--- config.mk ---
export PLATFORM = sky130hd
export DESIGN_NAME = frontend_busy_header_control
export DESIGN_NICKNAME = d
export VERILOG_FILES = /design/src/hw/fe_pkg.sv /design/src/hw/frontend_busy_header_control.sv /design/src/hw/header_mem.sv
export VERILOG_INCLUDE_DIRS = /design/src /design/src/hw
export SDC_FILE = /design/constraint.sdc
export NUM_CORES = 1
export LEC_CHECK = 0
export BUFFER_PORTS_ARGS = -buffer_cell sky130_fd_sc_hd__buf_2
export CAP_MARGIN = 40
export CORE_MARGIN = 1.5
export CORE_UTILIZATION = 54
export DETAILED_ROUTE_END_ITERATION = 8
export HOLD_SLACK_MARGIN = 0.1
export PLACE_DENSITY = 0.73
export SETUP_SLACK_MARGIN = 0.05
export SYNTH_ARGS = -nofsm -noshare
export SYNTH_HDL_FRONTEND = slang
export SYNTH_SLANG_ARGS = --single-unit
--- constraint.sdc ---
create_clock -name clk_sys -period 4.6 [get_ports clk_sys]
set_input_delay 0.23 -clock clk_sys [delete_from_list [all_inputs] [get_ports clk_sys]]
set_output_delay 0.23 -clock clk_sys [all_outputs]
set_load 0.01 [all_outputs]
--- src/hw/fe_params.svh ---
`ifndef FE_PARAMS_SVH
`define FE_PARAMS_SVH

// Link word and header geometry
`define FE_WORD_W       20
`define FE_HDR_BYTES    64
`define FE_HDR_AW       6
`define FE_PED_WORD     16
`define FE_PORTS        3

// Command codes carried in the low nibble of a command word
`define FE_CMD_SOH      4'h1
`define FE_CMD_SOD      4'h2
`define FE_CMD_EOE      4'h3
`define FE_CMD_ABORT    4'h4

// Fixed local address map
`define FE_ADDR_SDRAM   32'h0000_0000
`define FE_ADDR_HDR     32'h0080_0000
`define FE_ADDR_REGS    32'h0080_8000
`define FE_SPAN_SDRAM   32'h0080_0000
`define FE_SPAN_HDR     32'h0000_0100
`define FE_SPAN_REGS    32'h0000_0100

// Reset values of software settings
`define FE_MODE_RST     1'b0
`define FE_BUSY_EN_RST  1'b0

`endif

--- src/hw/fe_pkg.sv ---
package fe_pkg;

  // Front-end event sequence
  typedef enum logic [2:0] {
    ST_IDLE,
    ST_HDR,
    ST_WAIT_SOD,
    ST_DATA,
    ST_DONE
  } fe_state_e;

  // Local address regions
  typedef enum logic [1:0] {
    REG_NONE,
    REG_SDRAM,
    REG_HDR,
    REG_CTRL
  } region_e;

  typedef struct packed {
    // Pin synchronisers
    logic [19:0]      data_s1;
    logic [19:0]      data_s2;
    logic             cmd_s1;
    logic             cmd_s2;
    logic             vld_s1;
    logic             vld_s2;
    logic             rdy_s1;
    logic             rdy_s2;
    logic             err_s1;
    logic             err_s2;
    // Sequence
    fe_state_e        state;
    logic [6:0]       hdr_cnt;
    logic [1:0]       next_port;
    // Header write port
    logic             hw_en;
    logic [5:0]       hw_addr;
    logic [7:0]       hw_data;
    // Two-entry buffer
    logic [1:0][19:0] buf_data;
    logic [1:0][1:0]  buf_port;
    logic             wr_ptr;
    logic             rd_ptr;
    logic [1:0]       buf_cnt;
    // Settings and flags
    logic             mode_silicon;
    logic             busy_en;
    logic [2:0]       hold;
    logic [2:0]       pause;
    logic             busy;
    logic             busy_pin;
    logic             overrun;
    logic             size_err;
    logic             overflow;
    // Pulses
    logic             fe_clear;
    logic             eoe;
    logic             abort;
    logic             fault;
    logic             ped;
  } ctl_s;

endpackage

--- src/hw/frontend_busy_header_control.sv ---
// Function
// - Forward each 20-bit data word after start-of-data that finds buffer room to one of three ports with own strobe
// - Strip the 64-byte header and write it into header memory
// - All front-end logic runs synchronously on one clock
// - Check header size; pedestal strobe on 16th header word in tracker mode
// - Drive end-of-event, fault and abort signals to the mezzanines
// - Expose status and error bits for link and front-end state
// - BUSY output driven only while the software enable is set
// - Set BUSY on header start, link error, link down or any hold or pause flag
// - Release BUSY when link fine, no hold or pause flags, and clear or abort seen
// - Start-of-data command sets all three hold flags
// - Clearing the last hold flag sends one clear pulse to front-end
// - One software set/clear pause flag per mezzanine
// - Header start while busy raises a busy-overrun fault
// - Fixed decode: general memory, header memory, control registers
// - Header bytes written sequentially become readable at random port
// - Header byte n sits in low byte of word at address 4n
// - Reset disables BUSY, drift mode, clears flags and front-end
// - Write clears only that port's hold flag; read shows all three
`include "fe_params.svh"

module frontend_busy_header_control #(
  parameter int HDR_BYTES = `FE_HDR_BYTES,
  parameter int PED_WORD  = `FE_PED_WORD
) (
  // Clock and reset
  input  wire logic        clk_sys,
  input  wire logic        reset,
  // Deserializer pins
  input  wire logic [19:0] link_data,
  input  wire logic        link_command_word,
  input  wire logic        link_valid,
  input  wire logic        link_ready,
  input  wire logic        link_error,
  output logic             link_accept,
  // Mezzanine local bus
  output logic [19:0]      mz_data,
  output logic [2:0]       mz_strobe,
  input  wire logic [2:0]  mz_ready,
  output logic             mz_end_event,
  output logic             mz_fault,
  output logic             mz_abort,
  output logic             pedestal_strobe,
  output logic             frontend_clear_pulse,
  // Software settings and flags
  input  wire logic        mode_wr,
  input  wire logic        silicon_tracker_mode,
  input  wire logic        busy_en_wr,
  input  wire logic        busy_en_val,
  input  wire logic [2:0]  hold_clear_wr,
  input  wire logic [2:0]  pause_set_wr,
  input  wire logic [2:0]  pause_clear_wr,
  input  wire logic        frontend_clear_control,
  input  wire logic        error_clear,
  output logic [2:0]       event_hold_flag,
  output logic [2:0]       pause_request_flag,
  output logic             drift_chamber_mode,
  output logic [7:0]       fe_status,
  output logic [7:0]       fe_errors,
  // Crate busy
  output logic             busy_out,
  // Local address decode and header read
  input  wire logic [31:0] loc_addr,
  input  wire logic        loc_rd,
  output logic             sel_sdram,
  output logic             sel_header,
  output logic             sel_regs,
  output logic [31:0]      hdr_rdata,
  output logic             hdr_rvalid
);

  fe_pkg::ctl_s q;
  fe_pkg::ctl_s d;
  logic         out_valid;
  logic         in_ready;
  logic         pop;

  // Region decode, shared by selects and header read
  function automatic fe_pkg::region_e decode(input logic [31:0] a);
    if (a - `FE_ADDR_HDR < `FE_SPAN_HDR) begin
      decode = fe_pkg::REG_HDR;
    end else if (a - `FE_ADDR_REGS < `FE_SPAN_REGS) begin
      decode = fe_pkg::REG_CTRL;
    end else if (a - `FE_ADDR_SDRAM < `FE_SPAN_SDRAM) begin
      decode = fe_pkg::REG_SDRAM;
    end else begin
      decode = fe_pkg::REG_NONE;
    end
  endfunction

  // Buffer handshake; head word goes to the port stored with it
  assign out_valid = q.buf_cnt != 2'h0;
  assign in_ready  = q.buf_cnt != 2'h2;
  assign pop       = out_valid && mz_ready[q.buf_port[q.rd_ptr]];

  // Next-state logic for the whole block
  always_comb begin
    logic       word_v;
    logic       is_cmd;
    logic       soh;
    logic       sod;
    logic       eoe;
    logic       abrt;
    logic       push;
    logic       hold_done;
    logic       set_c;
    logic       rel_c;
    word_v    = 1'b0;
    is_cmd    = 1'b0;
    soh       = 1'b0;
    sod       = 1'b0;
    eoe       = 1'b0;
    abrt      = 1'b0;
    push      = 1'b0;
    hold_done = 1'b0;
    set_c     = 1'b0;
    rel_c     = 1'b0;
    d         = q;

    // Two-stage synchronisers on every deserializer pin
    d.data_s1 = link_data;
    d.data_s2 = q.data_s1;
    d.cmd_s1  = link_command_word;
    d.cmd_s2  = q.cmd_s1;
    d.vld_s1  = link_valid;
    d.vld_s2  = q.vld_s1;
    d.rdy_s1  = link_ready;
    d.rdy_s2  = q.rdy_s1;
    d.err_s1  = link_error;
    d.err_s2  = q.err_s1;

    // Pulses last one cycle
    d.hw_en    = 1'b0;
    d.fe_clear = 1'b0;
    d.eoe      = 1'b0;
    d.abort    = 1'b0;
    d.fault    = 1'b0;
    d.ped      = 1'b0;

    // Sticky errors clear first, so an error raised below in the same cycle wins
    if (error_clear) begin
      d.overrun  = 1'b0;
      d.size_err = 1'b0;
      d.overflow = 1'b0;
    end

    // Decode the synchronised word
    word_v = q.vld_s2 && !q.cmd_s2;
    is_cmd = q.vld_s2 && q.cmd_s2;
    soh    = is_cmd && q.data_s2[3:0] == `FE_CMD_SOH;
    sod    = is_cmd && q.data_s2[3:0] == `FE_CMD_SOD;
    eoe    = is_cmd && q.data_s2[3:0] == `FE_CMD_EOE;
    abrt   = is_cmd && q.data_s2[3:0] == `FE_CMD_ABORT;

    // Software settings
    if (mode_wr) begin
      d.mode_silicon = silicon_tracker_mode;
    end
    if (busy_en_wr) begin
      d.busy_en = busy_en_val;
    end
    d.pause = (q.pause & ~pause_clear_wr) | pause_set_wr;

    // Hold flags: start-of-data set wins over a same-cycle clear
    d.hold = sod ? 3'h7 : (q.hold & ~hold_clear_wr);
    hold_done  = (q.hold != 3'h0) && (d.hold == 3'h0);
    d.fe_clear = hold_done || frontend_clear_control;

    // Front-end sequence
    case (q.state)
      fe_pkg::ST_IDLE: begin
        if (soh) begin
          d.state   = fe_pkg::ST_HDR;
          d.hdr_cnt = 7'h00;
        end
      end
      fe_pkg::ST_HDR: begin
        if (word_v) begin
          d.hw_en   = 1'b1;
          d.hw_addr = q.hdr_cnt[5:0];
          d.hw_data = q.data_s2[7:0];
          d.hdr_cnt = q.hdr_cnt + 7'h01;
          if (q.mode_silicon && q.hdr_cnt == 7'(PED_WORD - 1)) begin
            d.ped = 1'b1;
          end
          if (q.hdr_cnt == 7'(HDR_BYTES - 1)) begin
            d.state = fe_pkg::ST_WAIT_SOD;
          end
        end else if (is_cmd && !abrt) begin
          // Header cut short
          d.size_err = 1'b1;
          d.fault    = 1'b1;
          d.state    = fe_pkg::ST_DONE;
        end
      end
      fe_pkg::ST_WAIT_SOD: begin
        if (sod) begin
          d.state     = fe_pkg::ST_DATA;
          d.next_port = 2'h0;
        end else if (word_v) begin
          // Header longer than expected
          d.size_err = 1'b1;
          d.fault    = 1'b1;
        end
      end
      fe_pkg::ST_DATA: begin
        if (word_v) begin
          push = in_ready;
          if (!in_ready) begin
            // Link cannot be stalled, so a full buffer loses the word
            d.overflow = 1'b1;
            d.fault    = 1'b1;
          end
        end else if (eoe) begin
          d.eoe   = 1'b1;
          d.state = fe_pkg::ST_DONE;
        end
      end
      fe_pkg::ST_DONE: begin
        if (soh) begin
          d.state   = fe_pkg::ST_HDR;
          d.hdr_cnt = 7'h00;
        end
      end
      default: begin
        d.state = fe_pkg::ST_IDLE;
      end
    endcase

    // Abort and clear return the sequence to idle
    if (abrt) begin
      d.abort = 1'b1;
      d.state = fe_pkg::ST_IDLE;
    end
    if (q.fe_clear) begin
      d.state = fe_pkg::ST_IDLE;
    end

    // Two-entry buffer, round-robin port choice
    if (push) begin
      d.buf_data[q.wr_ptr] = q.data_s2;
      d.buf_port[q.wr_ptr] = q.next_port;
      d.wr_ptr             = ~q.wr_ptr;
      d.next_port          = (q.next_port == 2'h2) ? 2'h0 : q.next_port + 2'h1;
    end
    if (pop) begin
      d.rd_ptr = ~q.rd_ptr;
    end
    d.buf_cnt = q.buf_cnt + {1'b0, push} - {1'b0, pop};

    // Busy overrun, checked against the registered busy
    if (soh && q.busy) begin
      d.overrun = 1'b1;
      d.fault   = 1'b1;
    end
    // Busy set and release
    set_c = soh || q.err_s2 || !q.rdy_s2 || (q.pause != 3'h0) || (q.hold != 3'h0);
    rel_c = q.rdy_s2 && !q.err_s2 && (q.pause == 3'h0) && (q.hold == 3'h0)
            && (q.fe_clear || abrt);
    if (set_c) begin
      d.busy = 1'b1;
    end else if (rel_c) begin
      d.busy = 1'b0;
    end
    d.busy_pin = d.busy_en && d.busy;
  end

  // Single register stage for all state, on the one system clock
  always_ff @(posedge clk_sys or posedge reset) begin
    if (reset) begin
      q              <= '0;
      q.state        <= fe_pkg::ST_IDLE;
      q.mode_silicon <= `FE_MODE_RST;
      q.busy_en      <= `FE_BUSY_EN_RST;
      q.busy         <= 1'b1;
      q.fe_clear     <= 1'b1;
    end else begin
      q <= d;
    end
  end

  // Header storage
  header_mem #(
    .DEPTH (HDR_BYTES),
    .AW    (`FE_HDR_AW)
  ) header_mem_inst (
    .clk_sys  (clk_sys),
    .reset    (reset),
    .wr_en    (q.hw_en),
    .wr_addr  (q.hw_addr),
    .wr_data  (q.hw_data),
    .rd_en    (loc_rd && decode(loc_addr) == fe_pkg::REG_HDR),
    .rd_addr  (loc_addr[7:2]),
    .rd_word  (hdr_rdata),
    .rd_valid (hdr_rvalid)
  );

  // Decoder selects
  assign sel_sdram  = decode(loc_addr) == fe_pkg::REG_SDRAM;
  assign sel_header = decode(loc_addr) == fe_pkg::REG_HDR;
  assign sel_regs   = decode(loc_addr) == fe_pkg::REG_CTRL;

  // Mezzanine side; strobe is the handshake, data comes from the buffer flops
  assign mz_data     = q.buf_data[q.rd_ptr];
  assign link_accept = in_ready;
  generate
    for (genvar i = 0; i < `FE_PORTS; i++) begin : g_strobe
      assign mz_strobe[i] = pop && q.buf_port[q.rd_ptr] == 2'(i);
    end
  endgenerate

  // Event controls and flags
  assign mz_end_event         = q.eoe;
  assign mz_fault             = q.fault;
  assign mz_abort             = q.abort;
  assign pedestal_strobe      = q.ped;
  assign frontend_clear_pulse = q.fe_clear;
  assign event_hold_flag      = q.hold;
  assign pause_request_flag   = q.pause;
  assign drift_chamber_mode   = !q.mode_silicon;
  assign busy_out             = q.busy_pin;

  // Status and error views
  assign fe_status = {q.state, q.busy, q.rdy_s2, q.err_s2, out_valid, q.busy_en};
  assign fe_errors = {5'h00, q.overflow, q.size_err, q.overrun};

endmodule

--- src/hw/header_mem.sv ---
`include "fe_params.svh"

module header_mem #(
  parameter int DEPTH = `FE_HDR_BYTES,
  parameter int AW    = `FE_HDR_AW
) (
  // Clock and reset
  input  wire logic          clk_sys,
  input  wire logic          reset,
  // Sequential write port
  input  wire logic          wr_en,
  input  wire logic [AW-1:0] wr_addr,
  input  wire logic [7:0]    wr_data,
  // Random read port
  input  wire logic          rd_en,
  input  wire logic [AW-1:0] rd_addr,
  output logic [31:0]        rd_word,
  output logic               rd_valid
);

  logic [7:0] mem [DEPTH];

  // Storage array has no reset; contents are defined once a header is written
  always_ff @(posedge clk_sys) begin
    if (wr_en) begin
      mem[wr_addr] <= wr_data;
    end
  end

  // Byte sits in the low lane, upper lanes read as zero
  always_ff @(posedge clk_sys or posedge reset) begin
    if (reset) begin
      rd_word  <= 32'h0000_0000;
      rd_valid <= 1'b0;
    end else begin
      rd_valid <= rd_en;
      if (rd_en) begin
        rd_word <= {24'h00_0000, mem[rd_addr]};
      end
    end
  end

endmodule

==> impl_metrics.ini <==
[routing]
drtPass1Iterations = 7
ant_nets = 0
wl_per_cell_um = 23.9
drt-vias-per-instance = 5.87
drc = 0
drtIter0Drc = 1506
via_count = 13397
finalWirelength_mm = 54.6

[clock_network]
htree_levels = 3
insertion_delay_ps = 590
clock-sinks = 662
clk_pin_slew_ps = 60
cts_tree = done
cts_root_buffer = clkbuf_16
cts-buffers-inserted = 67
clock_path_buffers = 3
postCtsSetupRepairBufs = 0

[global_routing]
first_global_vias = 14076
grtUsageMet1_pct = 30.5
grt_use_total_pct = 22.8
antenna_found_initial = 0
grtUsageMet2_pct = 39.2
grt_overflow_total = 0
grtUsageMet3_pct = 4.08
grt_pass1_wl_mm = 84.6
grt_max_degree = 96
busiest_layer = met2

[placement]
io_buffers = 134
routabilityCongestion = 0.842
placed_area_um2 = 27500
place_hpwl_mm = 35.1

[timing]
holdWs_ps = 141
finalMaxSlewViolations = 0
worst_pin_slew_ps = 924
fmax_mhz = 369
rsz0062_at_grt = no
fin_worst_skew_ps = 23.4
setup_viol = 0
slew_headroom_pct = 38.2
fin_crit_ps = 2710
post-route-period-util_pct = 59.0
report.final.hold_viol_count = 0
fin_setup_tns_ps = 0

[logic_synthesis]
synth_compound_area_share_pct = 2.37
muxShareOfSynthArea_pct = 16.2
synthCells = 1408
ys.flop_type = edfxtp_1
synth_simple_gate_area_share_pct = 4.63
synth_warnings = 0
syn-cell-area_um2 = 26100
async_reset_ff_share_pct = 22.7
synth_top_family_by_area = multiplexers
ys_seq_area_share_pct = 73.3
synth_xor_area_share_pct = 0.436
synth_edf_count = 512
ys_ff_latch = 662
synth.avg_cell_area_um2 = 18.5
synthAdderAreaFrac_pct = 0.288
ys_types = 57

[critical_path]
worstPathArrival_ps = 3170
cpMostUsedCell = mux4_2
critPathTopFamily = buffers and inverters
crit_buf_inv = 4
worst_setup_path_end_kind = flip-flop
crit_chain = buf_6, buf_16, buf_4, mux4_2, mux4_2, nand2_1, a21o_1, a31oi_1, dlygate4sd3_1
worstPathRequired_ps = 5060
worstPathMaxFanout = 31
slowest_stage = dlygate4sd3_1
slowest_delay_ps = 570
critPathKind = in -> reg
cp-start-kind = primary input

[power]
p_leak_nw = 11.0
powerDensity_nw_per_um2 = 461
p_total_mw = 13.9
vdd_drop_max_mv = 0.331

[die]
start_util_pct = 54.7
rows = 80
fp.dieH_um = 223
die_x_um = 223
dieArea_um2 = 49700
design.portCount = 166
coreArea_um2 = 47700

[layout]
layout-drive-gt1-share_pct = 30.0
antenna_cells = 0
post-route-cell-area_um2 = 30100
layout_common_cells = edfxtp_1, dfrtp_1, mux4_2
fin_nets = 1700
area_growth_pct = 15.3
final_common_cell = edfxtp_1

[hold_path]
min_path_type = in -> reg

[run]
maxCapViolCount = 0

[outcome]
status = finished clean
==> per-stage QoR <==
stage	setup slack [ps]	std cells	utilization (%)
after floorplan	337	1436	-
after global placement	1520	2094	57.0
after detailed placement	1640	2116	57.7
after CTS	1900	2280	63.0
after global routing	1760	2283	63.0
final	1890	2283	63.0
==> final cells by class <==
class | instances | area, um2
sequential | 662 | 19100
fill | 3239 | 17700
multi-input combinational | 644 | 6360
clock buffer | 87 | 1820
timing repair buffer | 220 | 1650
tap | 615 | 769
clock inverter | 33 | 265
inverter | 22 | 87.6
==> path summary, 6_finish.rpt <==
path	from	end	slack [ps]	cells after the start
min in group asynchronous	reset	q[54]	710	4
hold reg to reg	d[114]	q[114]	340	0
setup / recovery	loc_addr[4]	header_mem_inst.rd_word[5]	1890	9
hold / removal	mz_ready[1]	q[20]	140	5
setup reg to reg	header_mem_inst.mem[29][5]	header_mem_inst.rd_word[5]	2110	6
max in group asynchronous	reset	mz_end_event	2580	6
==> Yosys cell counts, types with 6 or more instances <==
library cell	n	area [um2]
edfxtp_1	512	15400
a211oi_1	6	45.0
dfrtp_1	148	3700
xor2_1	6	52.6
o22ai_1	9	56.3
buf_1	9	33.8
buf_4	50	375
a31oi_1	6	37.5
nor2b_1	16	100
ha_1	6	75.1
nand3_1	14	70.1
inv_1	22	82.6
o21ai_0	24	120
nor3_1	10	50.1
mux2i_1	31	310
mux4_2	134	3020
a22oi_1	6	45.0
o221ai_1	6	52.6
mux2_2	80	901
a21oi_1	9	45.0
buf_2	17	85.1
nand2_1	77	289
nand2b_1	13	81.3
clkbuf_1	29	109
nor2_1	91	342
xnor2_1	7	61.3
==> cells by family after synthesis <==
kind of cell,count (synthesis)
compound gates,91
xor+xnor,13
fa+ha+maj,6
buf+inv,130
flops,662
mux,245
other cells,1
simple gates,260
==> metal layers <==
metal / vias to the layer above / wire, um
met4: 0 / 1090
met1: 6912 / 21400
met2: 530 / 28600
met5: - / 0
li1: 5871 / -
met3: 84 / 3470
==> registers in the layout (all words and copies together), names as in the netlist <==
register / cells
event_hold_flag: 3
fe_status: 7
busy_out: 1
header_mem_inst.mem: 512
mz_end_event: 1
q: 95
header_mem_inst.rd_word: 8
d: 24
frontend_clear_pulse: 1
fe_errors: 3
pedestal_strobe: 1
header_mem_inst.rd_valid: 1
pause_request_flag: 3
mz_fault: 1
mz_abort: 1
==> power by group <==
part / leakage (nW) / switching (mW) / internal, mW
combinational: 3.40 / 0.779 / 0.468
sequential: 6.61 / 0.302 / 7.15
clock: 1.02 / 2.19 / 2.98
total: 11.0 / 3.27 / 10.6
==> repair_timing <==
action                    CTS  global route
hold buffers               44             0
resized for setup           0             0
hold endpoints to repair  141             0
==> tightest hold or removal path, delay by kind of cell <==
kind,cells,cell delay [ps]
buf+inv,1,100
xor+xnor,1,80
simple gates,2,200
compound gates,1,80
Power figures use the tool's default switching activity.
